==> config.mk <==
export PLATFORM = sky130hd
export DESIGN_NAME = priv_ops_core
export DESIGN_NICKNAME = d
export VERILOG_FILES = /design/src/design/priv_ops_pkg.sv /design/src/design/pixel_address_gen.sv /design/src/design/float_to_int.sv /design/src/design/priv_ops_core.sv
export SDC_FILE = /design/constraint.sdc
export NUM_CORES = 2
export LEC_CHECK = 0
export BUFFER_PORTS_ARGS = -buffer_cell sky130_fd_sc_hd__buf_2
export CORE_MARGIN = 4
export CORE_UTILIZATION = 40
export DETAILED_ROUTE_END_ITERATION = 8
export PLACE_DENSITY_LB_ADDON = 0.2
export SYNTH_ARGS = -nofsm -noshare
export SYNTH_HDL_FRONTEND = slang
export SYNTH_SLANG_ARGS = --single-unit
==> constraint.sdc <==
create_clock -name i_clock -period 6.64 [get_ports i_clock]
set_clock_uncertainty 0.2 [all_clocks]
set_input_delay 0.664 -clock i_clock [delete_from_list [all_inputs] [get_ports i_clock]]
set_output_delay 0.664 -clock i_clock [all_outputs]
set_load 0.01 [all_outputs]
==> src/design/priv_ops_pkg.sv <==
// Constants and types for the privileged, bit and pixel operation decoder
`default_nettype none
package priv_ops_pkg;
	typedef enum logic [3:0] {
		OP_NONE = 4'h0,
		OP_LOAD_DEDICATED = 4'h1,
		OP_STORE_DEDICATED = 4'h2,
		OP_SET_STATUS = 4'h3,
		OP_CLEAR_STATUS = 4'h4,
		OP_SET_CONFIG = 4'h5,
		OP_DIAGNOSE = 4'h6,
		OP_ATOMIC_SET = 4'h7,
		OP_ATOMIC_CLEAR = 4'h8,
		OP_TEST_INVERT = 4'h9,
		OP_PIXEL_ADDR = 4'ha,
		OP_FLOAT_TRUNC = 4'hb,
		OP_FLOAT_FLOOR = 4'hc,
		OP_BLOCK_OPTS = 4'hd
	} op_t;
	typedef enum logic [3:0] {
		DREG_UPPER_SP = 4'h0,
		DREG_FRAME_PTR = 4'h8,
		DREG_USER_SP = 4'h9,
		DREG_STATUS = 4'hd,
		DREG_INT_BASE = 4'he,
		DREG_MODULE = 4'hf
	} dreg_t;
	typedef enum logic [1:0] {
		SIZE_BYTE = 2'h0,
		SIZE_WORD = 2'h1,
		SIZE_DOUBLE = 2'h3
	} size_t_t;
	typedef enum logic [5:0] {
		ST_IDLE = 6'h01,
		ST_EXEC = 6'h02,
		ST_RMW_READ = 6'h04,
		ST_RMW_WRITE = 6'h08,
		ST_PIXEL = 6'h10,
		ST_TRAP = 6'h20
	} state_t;
	localparam logic [15:0] STATUS_RESET = 16'h0000;
	localparam int STATUS_USER_BIT = 8;
	localparam logic [15:0] STATUS_LOW_BYTE = 16'h00ff;
	localparam logic [7:0] CONFIG_RESET = 8'h00;
	localparam logic [31:0] INT_BASE_RESET = 32'h0000_0000;
	localparam logic [31:0] DIAGNOSE_LENGTH = 32'h0000_0000;
	localparam logic [31:0] INSTR_STEP = 32'h0000_0001;
	localparam int FLOAT_BIAS = 127;
	localparam int FLOAT_MANT_W = 23;
	localparam int FLOAT_EXP_LSB = 23;
	localparam int FLOAT_SIGN_BIT = 31;
	localparam logic [7:0] FLOAT_EXP_BIAS = 8'h7f;
	localparam logic [7:0] FLOAT_EXP_MAX = 8'h9e;
	localparam int BLOCK_OPT_W = 4;
	localparam int STATUS_BLOCK_LSB = 5;
endpackage : priv_ops_pkg
`default_nettype wire

==> src/design/pixel_address_gen.sv <==
// Cartesian to linear bit address generator
`default_nettype none
module pixel_address_gen
	import priv_ops_pkg::*;
(
	input wire logic i_clock,
	input wire logic i_rstn,
	input wire logic i_start,
	input wire logic [31:0] i_origin_bit_address,
	input wire logic [31:0] i_pitch_bits,
	input wire logic [15:0] i_x,
	input wire logic [15:0] i_y,
	output logic o_done,
	output logic [31:0] o_bit_address
);
	logic [31:0] next_address;
	logic next_done;

	// Pitch counts bits, so no byte scaling is applied
	always_comb begin
		next_done = i_start;
		next_address = o_bit_address;
		if (i_start) begin
			next_address = i_origin_bit_address + 32'(i_y) * i_pitch_bits + 32'(i_x);
		end
	end

	always_ff @(posedge i_clock or negedge i_rstn) begin
		if (!i_rstn) begin
			o_bit_address <= 32'h0000_0000;
			o_done <= 1'b0;
		end else begin
			o_bit_address <= next_address;
			o_done <= next_done;
		end
	end
endmodule : pixel_address_gen
`default_nettype wire

==> src/design/float_to_int.sv <==
// Single precision float to integer conversion, truncate or floor
`default_nettype none
module float_to_int
	import priv_ops_pkg::*;
(
	input wire logic [31:0] i_value,
	input wire logic i_floor,
	output logic [31:0] o_result
);
	logic sign;
	logic [7:0] exponent;
	logic [55:0] mant;
	logic [55:0] shifted;
	logic fraction_lost;
	logic [31:0] magnitude;
	logic [7:0] shift;

	always_comb begin
		sign = i_value[FLOAT_SIGN_BIT];
		exponent = i_value[FLOAT_SIGN_BIT-1:FLOAT_EXP_LSB];
		mant = {32'h0000_0000, 1'b1, i_value[FLOAT_MANT_W-1:0]};
		shifted = 56'h0;
		fraction_lost = 1'b0;
		magnitude = 32'h0000_0000;
		shift = 8'h00;
		// Exponents above FLOAT_EXP_MAX saturate; no overflow trap here
		if (exponent < FLOAT_EXP_BIAS) begin
			fraction_lost = (i_value[FLOAT_SIGN_BIT-1:0] != 31'h0);
		end else if (exponent > FLOAT_EXP_MAX) begin
			magnitude = 32'h7fff_ffff;
		end else begin
			shift = exponent - FLOAT_EXP_BIAS;
			shifted = mant << shift;
			magnitude = shifted[FLOAT_MANT_W +: 32];
			fraction_lost = (shifted[FLOAT_MANT_W-1:0] != '0);
		end
		o_result = sign ? (32'h0 - magnitude) : magnitude;
		if (i_floor && sign && fraction_lost) begin
			o_result = o_result - 32'h0000_0001;
		end
	end
endmodule : float_to_int
`default_nettype wire

==> src/design/priv_ops_core.sv <==
// Decode and execute for privileged, bit test and pixel address operations
`default_nettype none
module priv_ops_core
	import priv_ops_pkg::*;
(
	input wire logic i_clock,
	input wire logic i_rstn,
	input wire logic i_valid,
	input wire op_t i_op,
	input wire logic [3:0] i_dreg,
	input wire logic [1:0] i_size,
	input wire logic [31:0] i_operand,
	input wire logic [31:0] i_pc,
	input wire logic [4:0] i_bit_index,
	input wire logic [15:0] i_x,
	input wire logic [15:0] i_y,
	input wire logic [31:0] i_pitch_bits,
	input wire logic [3:0] i_block_field_opts,
	input wire logic [31:0] i_mem_rdata,
	input wire logic i_mem_ack,
	output logic o_busy,
	output logic o_done,
	output logic o_trap_illegal,
	output logic [15:0] o_status,
	output logic [7:0] o_config,
	output logic [31:0] o_int_base,
	output logic [31:0] o_result,
	output logic o_flag,
	output logic [31:0] o_next_pc,
	output logic o_mem_req,
	output logic o_mem_we,
	output logic o_mem_lock,
	output logic [31:0] o_mem_wdata,
	output logic [3:0] o_block_opts
);
	state_t state, next_state;
	op_t op, next_op;
	logic [3:0] dreg, next_dreg;
	logic [1:0] size, next_size;
	logic [31:0] operand, next_operand;
	logic [4:0] bit_index, next_bit_index;
	logic [15:0] next_status;
	logic [7:0] next_config;
	logic [31:0] next_int_base, next_result, next_next_pc, next_mem_wdata;
	logic next_busy, next_done, next_trap, next_flag;
	logic next_mem_req, next_mem_we, next_mem_lock;
	logic [3:0] next_block_opts;
	logic pix_done;
	logic [31:0] pix_address;
	logic [31:0] float_result;
	logic pix_start;
	// Operands latched at take so the issuer may move on while busy
	logic [31:0] taken_pc, next_taken_pc;
	logic [31:0] pitch, next_pitch;
	logic [15:0] pix_x, next_pix_x;
	logic [15:0] pix_y, next_pix_y;
	logic [3:0] field_opts, next_field_opts;

	function automatic logic needs_priv(input op_t o, input logic [3:0] d, input logic [1:0] s);
		logic sensitive;
		// Only the status and interrupt base codes are sensitive
		sensitive = (d == DREG_STATUS) || (d == DREG_INT_BASE);
		case (o)
			OP_LOAD_DEDICATED: needs_priv = sensitive;
			OP_STORE_DEDICATED: needs_priv = sensitive;
			OP_SET_STATUS: needs_priv = (s != SIZE_BYTE);
			OP_CLEAR_STATUS: needs_priv = (s != SIZE_BYTE);
			OP_SET_CONFIG: needs_priv = 1'b1;
			default: needs_priv = 1'b0;
		endcase
	endfunction : needs_priv

	// Byte sized status ops may only reach the low byte, so user code cannot leave user mode
	function automatic logic [15:0] size_mask(input logic [1:0] s);
		size_mask = (s == SIZE_BYTE) ? STATUS_LOW_BYTE : 16'hffff;
	endfunction : size_mask

	pixel_address_gen u_pixel (
		.i_clock(i_clock),
		.i_rstn(i_rstn),
		.i_start(pix_start),
		.i_origin_bit_address(operand),
		.i_pitch_bits(pitch),
		.i_x(pix_x),
		.i_y(pix_y),
		.o_done(pix_done),
		.o_bit_address(pix_address)
	);

	float_to_int u_float (
		.i_value(operand),
		.i_floor(op == OP_FLOAT_FLOOR),
		.o_result(float_result)
	);

	assign pix_start = (state == ST_EXEC) && (op == OP_PIXEL_ADDR);

	always_comb begin
		next_state = state;
		next_op = op;
		next_dreg = dreg;
		next_size = size;
		next_operand = operand;
		next_bit_index = bit_index;
		next_status = o_status;
		next_config = o_config;
		next_int_base = o_int_base;
		next_result = o_result;
		next_next_pc = o_next_pc;
		next_mem_wdata = o_mem_wdata;
		next_busy = o_busy;
		next_done = 1'b0;
		next_trap = 1'b0;
		next_flag = o_flag;
		next_mem_req = 1'b0;
		next_mem_we = 1'b0;
		next_mem_lock = o_mem_lock;
		next_block_opts = o_block_opts;
		next_taken_pc = taken_pc;
		next_pitch = pitch;
		next_pix_x = pix_x;
		next_pix_y = pix_y;
		next_field_opts = field_opts;
		case (state)
			ST_IDLE: begin
				if (i_valid) begin
					next_op = i_op;
					next_dreg = i_dreg;
					next_size = i_size;
					next_operand = i_operand;
					next_bit_index = i_bit_index;
					// Coordinates and pitch frozen here, not read live in EXEC
					next_taken_pc = i_pc;
					next_pitch = i_pitch_bits;
					next_pix_x = i_x;
					next_pix_y = i_y;
					next_field_opts = i_block_field_opts;
					next_next_pc = i_pc + INSTR_STEP;
					next_busy = 1'b1;
					if (o_status[STATUS_USER_BIT] && needs_priv(i_op, i_dreg, i_size)) begin
						next_state = ST_TRAP;
					end else begin
						next_state = ST_EXEC;
					end
				end
			end
			ST_EXEC: begin
				next_state = ST_IDLE;
				next_busy = 1'b0;
				next_done = 1'b1;
				case (op)
					OP_LOAD_DEDICATED: begin
						if (dreg == DREG_STATUS) begin
							next_status = operand[15:0];
						end else if (dreg == DREG_INT_BASE) begin
							next_int_base = operand;
						end
					end
					OP_STORE_DEDICATED: begin
						if (dreg == DREG_STATUS) begin
							next_result = {16'h0000, o_status};
						end else if (dreg == DREG_INT_BASE) begin
							next_result = o_int_base;
						end else begin
							next_result = 32'h0000_0000;
						end
					end
					OP_SET_STATUS: next_status = o_status | (operand[15:0] & size_mask(size));
					OP_CLEAR_STATUS: next_status = o_status & ~(operand[15:0] & size_mask(size));
					OP_SET_CONFIG: next_config = operand[7:0];
					// Pc stays put, so fetch spins on this one byte
					OP_DIAGNOSE: next_next_pc = taken_pc + DIAGNOSE_LENGTH;
					OP_ATOMIC_SET, OP_ATOMIC_CLEAR, OP_TEST_INVERT: begin
						next_state = ST_RMW_READ;
						next_busy = 1'b1;
						next_done = 1'b0;
						next_mem_req = 1'b1;
						// Plain invert leaves the bus unlocked
						next_mem_lock = (op != OP_TEST_INVERT);
					end
					OP_PIXEL_ADDR: begin
						next_state = ST_PIXEL;
						next_busy = 1'b1;
						next_done = 1'b0;
					end
					OP_FLOAT_TRUNC, OP_FLOAT_FLOOR: next_result = float_result;
					OP_BLOCK_OPTS: begin
						next_block_opts = field_opts
							| o_status[STATUS_BLOCK_LSB +: BLOCK_OPT_W]
							| operand[BLOCK_OPT_W-1:0];
					end
					default: next_result = o_result;
				endcase
			end
			ST_RMW_READ: begin
				if (i_mem_ack) begin
					next_flag = i_mem_rdata[bit_index];
					next_mem_wdata = i_mem_rdata;
					case (op)
						OP_ATOMIC_SET: next_mem_wdata[bit_index] = 1'b1;
						OP_ATOMIC_CLEAR: next_mem_wdata[bit_index] = 1'b0;
						default: next_mem_wdata[bit_index] = ~i_mem_rdata[bit_index];
					endcase
					next_mem_req = 1'b1;
					next_mem_we = 1'b1;
					next_state = ST_RMW_WRITE;
				end else begin
					next_mem_req = 1'b1;
				end
			end
			ST_RMW_WRITE: begin
				// For atomic set and clear, lock held across both halves so no other master slips in between
				if (i_mem_ack) begin
					next_mem_lock = 1'b0;
					next_busy = 1'b0;
					next_done = 1'b1;
					next_state = ST_IDLE;
				end else begin
					next_mem_req = 1'b1;
					next_mem_we = 1'b1;
				end
			end
			ST_PIXEL: begin
				// Generator answers one cycle after its start pulse
				if (pix_done) begin
					next_result = pix_address;
					next_busy = 1'b0;
					next_done = 1'b1;
					next_state = ST_IDLE;
				end
			end
			ST_TRAP: begin
				// Trap skips EXEC, so the latched operand never reaches status, config or int base
				next_trap = 1'b1;
				next_busy = 1'b0;
				next_state = ST_IDLE;
			end
			default: begin
				next_state = ST_IDLE;
				next_busy = 1'b0;
			end
		endcase
	end

	always_ff @(posedge i_clock or negedge i_rstn) begin
		if (!i_rstn) begin
			state <= ST_IDLE;
			op <= OP_NONE;
			dreg <= 4'h0;
			size <= 2'h0;
			operand <= 32'h0000_0000;
			bit_index <= 5'h00;
			o_status <= STATUS_RESET;
			o_config <= CONFIG_RESET;
			o_int_base <= INT_BASE_RESET;
			o_result <= 32'h0000_0000;
			o_next_pc <= 32'h0000_0000;
			o_mem_wdata <= 32'h0000_0000;
			o_busy <= 1'b0;
			o_done <= 1'b0;
			o_trap_illegal <= 1'b0;
			o_flag <= 1'b0;
			o_mem_req <= 1'b0;
			o_mem_we <= 1'b0;
			o_mem_lock <= 1'b0;
			o_block_opts <= 4'h0;
			taken_pc <= 32'h0000_0000;
			pitch <= 32'h0000_0000;
			pix_x <= 16'h0000;
			pix_y <= 16'h0000;
			field_opts <= 4'h0;
		end else begin
			state <= next_state;
			op <= next_op;
			dreg <= next_dreg;
			size <= next_size;
			operand <= next_operand;
			bit_index <= next_bit_index;
			o_status <= next_status;
			o_config <= next_config;
			o_int_base <= next_int_base;
			o_result <= next_result;
			o_next_pc <= next_next_pc;
			o_mem_wdata <= next_mem_wdata;
			o_busy <= next_busy;
			o_done <= next_done;
			o_trap_illegal <= next_trap;
			o_flag <= next_flag;
			o_mem_req <= next_mem_req;
			o_mem_we <= next_mem_we;
			o_mem_lock <= next_mem_lock;
			o_block_opts <= next_block_opts;
			taken_pc <= next_taken_pc;
			pitch <= next_pitch;
			pix_x <= next_pix_x;
			pix_y <= next_pix_y;
			field_opts <= next_field_opts;
		end
	end
endmodule : priv_ops_core
`default_nettype wire

==> summary.md <==
| Metric | Value |
|---|---|
| Status | `completed` |
| Reg2Reg Capture Point | `u_pixel.o_bit_address[31]` |
| CTS tree | `done` |
| Top_reg_cell synth | `dfrtp_1` |
| Placed cell count | `4923` |
| Worst Hold Path EP | `state[5]` |
| Synth Warn # | `0` |
| Syn nets | `approximately 4.1k` |
| Initial Util | `between 40% and 50%` |
| Tightest Hold Check Type | `input pin to flop` |
| GR Overflow Total | `0` |
| CP max FO | `9` |
| CORE AREA | `81800 µm²` |
| CTS root buf | `clkbuf_16` |
| IO Pins | `between 300 and 400` |
| TritonCTS buffer count | `44` |
| Sequential fraction of the synthesis area | `a little over a quarter` |
| Most instantiated cells after synthesis | `496 x nand2_1, 393 x inv_1, 349 x fa_1` |
| Max_slew headroom | `between 10% and 20%` |
| Syn Std Cell Area | `33000 µm²` |
| Register bit total from synthesis | `roughly 350` |
| Synth area leader | `dfrtp_1` |
| MaxCap Viol Count | `0` |
| Crit path buf inv count | `5` |
| Nets@finish | `around 4.5k` |
| CP arrival | `6.86 ns` |
| Reg2reg setup slack | `0.05 ns` |
| FF-to-FF path depth | `25` |
| Slew @ Worst Pin | `roughly 1.2 ns` |
| Hold Startpoint | `i_op[3]` |
| Cells after Synth | `roughly 3.5k` |
| Area contributors post-synth | `dfrtp_1 26%, fa_1 21%, mux2_2 6.8%, nand2_1 5.6%, inv_1 4.5%` |
| Largest net degree at the start of global routing | `roughly 140` |
| Hold depth | `2` |
| Die Height | `295 µm` |
| Top-count cell post-synth | `nand2_1` |
| Finished Layout Cells | `approximately 5k` |
| Max stage delay on crit path | `~0.54 ns` |
| RSZ-0062 raised after global routing | `yes` |
| Area delta synth->final | `17.7%` |
| Worst EP required | `just under 7 ns` |
| Vias in the first global route | `27.9k` |
| Clock H-tree levels | `2` |
| Crit share post-route | `a little under 100%` |
| Via-to-Cell Ratio | `5.50` |
| Post-synth EDFFs | `0` |
| Crit path kind | `flop to flop` |
| Via count | `27.6k` |
| Top delay family on crit path | `adder cells` |
| WL final | `approximately 120000 µm` |
| Initial antenna violation count | `25` |
| Clock Pin Slew Worst Setup and Hold Paths | `approximately 0.06 ns` |
| Clock buffer depth | `3` |
| Fin crit period | `around 6.6 ns` |
| Detailed-router iteration count before antenna repair | `5` |
| Syn Area/Cell | `about 9.4 µm²` |
| Crit-path most repeated cell | `fa_1` |
| Max frequency | `roughly 0.15 GHz` |
| Detail Route Antenna Nets | `0` |
| Port-buffer cells | `approximately 350` |
| Die W | `295 µm` |
| Synth unique cells | `just under 100` |
| Global-route wire length before repair | `178000 µm` |
| Clock sink count | `about 350` |
| Detailed Place HPWL | `roughly 94000 µm` |
| Drt wl/cell | `between 20 and 25 µm` |
| Initial DRC Count | `2289` |
| Insertion delay to the later sink of the worst-skew pair | `between 0.6 and 0.7 ns` |
| Final setup fails | `0` |
| FFs w/ async S/R, synth | `100%` |
| Area of the die | `about 87000 µm²` |
| Layout cells sized above 1 | `roughly a quarter` |
| Crit path launch type | `flop` |
| CP max stage cell | `fa_1` |
| Fin. max-slew vios | `0` |
| Cell Rows | `between 100 and 150` |
| Worst R2R Start | `pix_y[2]` |
| Global placement routability congestion | `between 1 and 1.5` |
| GRT Overall Usage | `27.0%` |
| Residual DRC | `0` |
| CP endpoint kind | `flop` |
| Top-area cell type share of the netlist area | `26.4%` |
| Fin. Hold Viols | `0` |
==> stage by stage <==
step | worst slack (ns) | area (µm²) | hold WS [ns] | TNS [ns] | util, %
finish | 0.0528 | 38800 | 0.0446 | 0 | 47.4
global route | -0.279 | 38800 | 0.0218 | -0.875 | 47.4
CTS | 0.0121 | 38600 | 0.00888 | 0 | 47.2
detailed placement | -0.129 | 37000 | 0.265 | -0.410 | 45.2
global placement | -0.0734 | 37000 | 0.258 | -0.0814 | 45.2
floorplan | 0.0174 | 33000 | 0.168 | 0 | -
==> cells in the final DEF (no fill, tap or decap), types with 51 or more instances in the layout <==
| cell | instances |
|---|---|
| buf_2 | 344 |
| ha_1 | 82 |
| xor2_1 | 51 |
| inv_1 | 391 |
| and2_1 | 147 |
| xnor2_1 | 77 |
| nor2_1 | 158 |
| a21oi_1 | 156 |
| fa_1 | 349 |
| mux2i_1 | 64 |
| nand2_1 | 491 |
| buf_4 | 213 |
| nand3_1 | 54 |
| o21ai_0 | 195 |
| mux2_2 | 200 |
| dfrtp_1 | 342 |
==> cell type report <==
cell class,count,area (µm²)
repair buffers,570,3570
well taps,1070,1340
fillers,7909,43100
inverters,393,1480
diodes,7,17.5
flip-flops and latches,349,8740
clock inverters,16,259
clock buffers,65,1290
multi-input cells,2549,22100
==> how the worst max path moves through the flow <==
| stage | endpoint | slack [ns] | depth (start not counted) | start |
|---|---|---|---|---|
| final | u_pixel.o_bit_address[31] | 0.05 | 25 | pix_y[2] |
| after global routing | u_pixel.o_bit_address[31] | -0.28 | 25 | pix_y[2] |
| after CTS | u_pixel.o_bit_address[31] | 0.01 | 25 | pix_y[2] |
| after detailed placement | u_pixel.o_bit_address[31] | -0.13 | 24 | pitch[6] |
| after global placement | u_pixel.o_bit_address[30] | -0.07 | 25 | pitch[6] |
| after floorplan | u_pixel.o_bit_address[31] | 0.02 | 24 | pix_y[1] |
==> registers in the layout, summed over array words and instances (netlist names), 2 cells and up <==
name and count:
bit_index 5, dreg 4, field_opts 4, o_block_opts 4
o_config 8, o_int_base 32, o_mem_wdata 32, o_next_pc 32
o_result 32, o_status 16, op 4, operand 32
pitch 32, pix_x 16, pix_y 16, size 2
state 6, taken_pc 32, u_pixel.o_bit_address 32
==> routing by layer <==
metal  vias to the layer above  wire length [µm]  GRT usage, %
met2                       878             54500          43.3
met5                         -               175             0
met4                        20              4170          8.84
met3                       199              8070          5.43
li1                      12556                 -             -
met1                     13939             51200          36.9
==> cell families (layout without fill, tap and decap cells) <==
kind of cell	Yosys count	count (layout)	share of synthesized area (%)
and+or+nand+nor	1057	1057	15.2
xor gates and xnor gates	132	132	3.57
AOI/OAI and AO/OA	626	626	12.2
adders and majority gates	436	436	24.5
muxes	298	298	10.9
buffers and inverters	613	1044	7.24
other	0	7	0
DFF	349	349	26.5
==> what timing repair did <==
action                                  4_1_cts  5_1_grt
resized for setup                             7       29
hold buffers                                  1        0
pin swaps                                     2       10
endpoints found under the hold margin        65        0
endpoints found under the setup margin        5       10
buffers inserted                              1        6
Power is left out: the tool's default activity adds up to more than one toggle a clock period on the data nets, which glitch-free logic cannot reach.
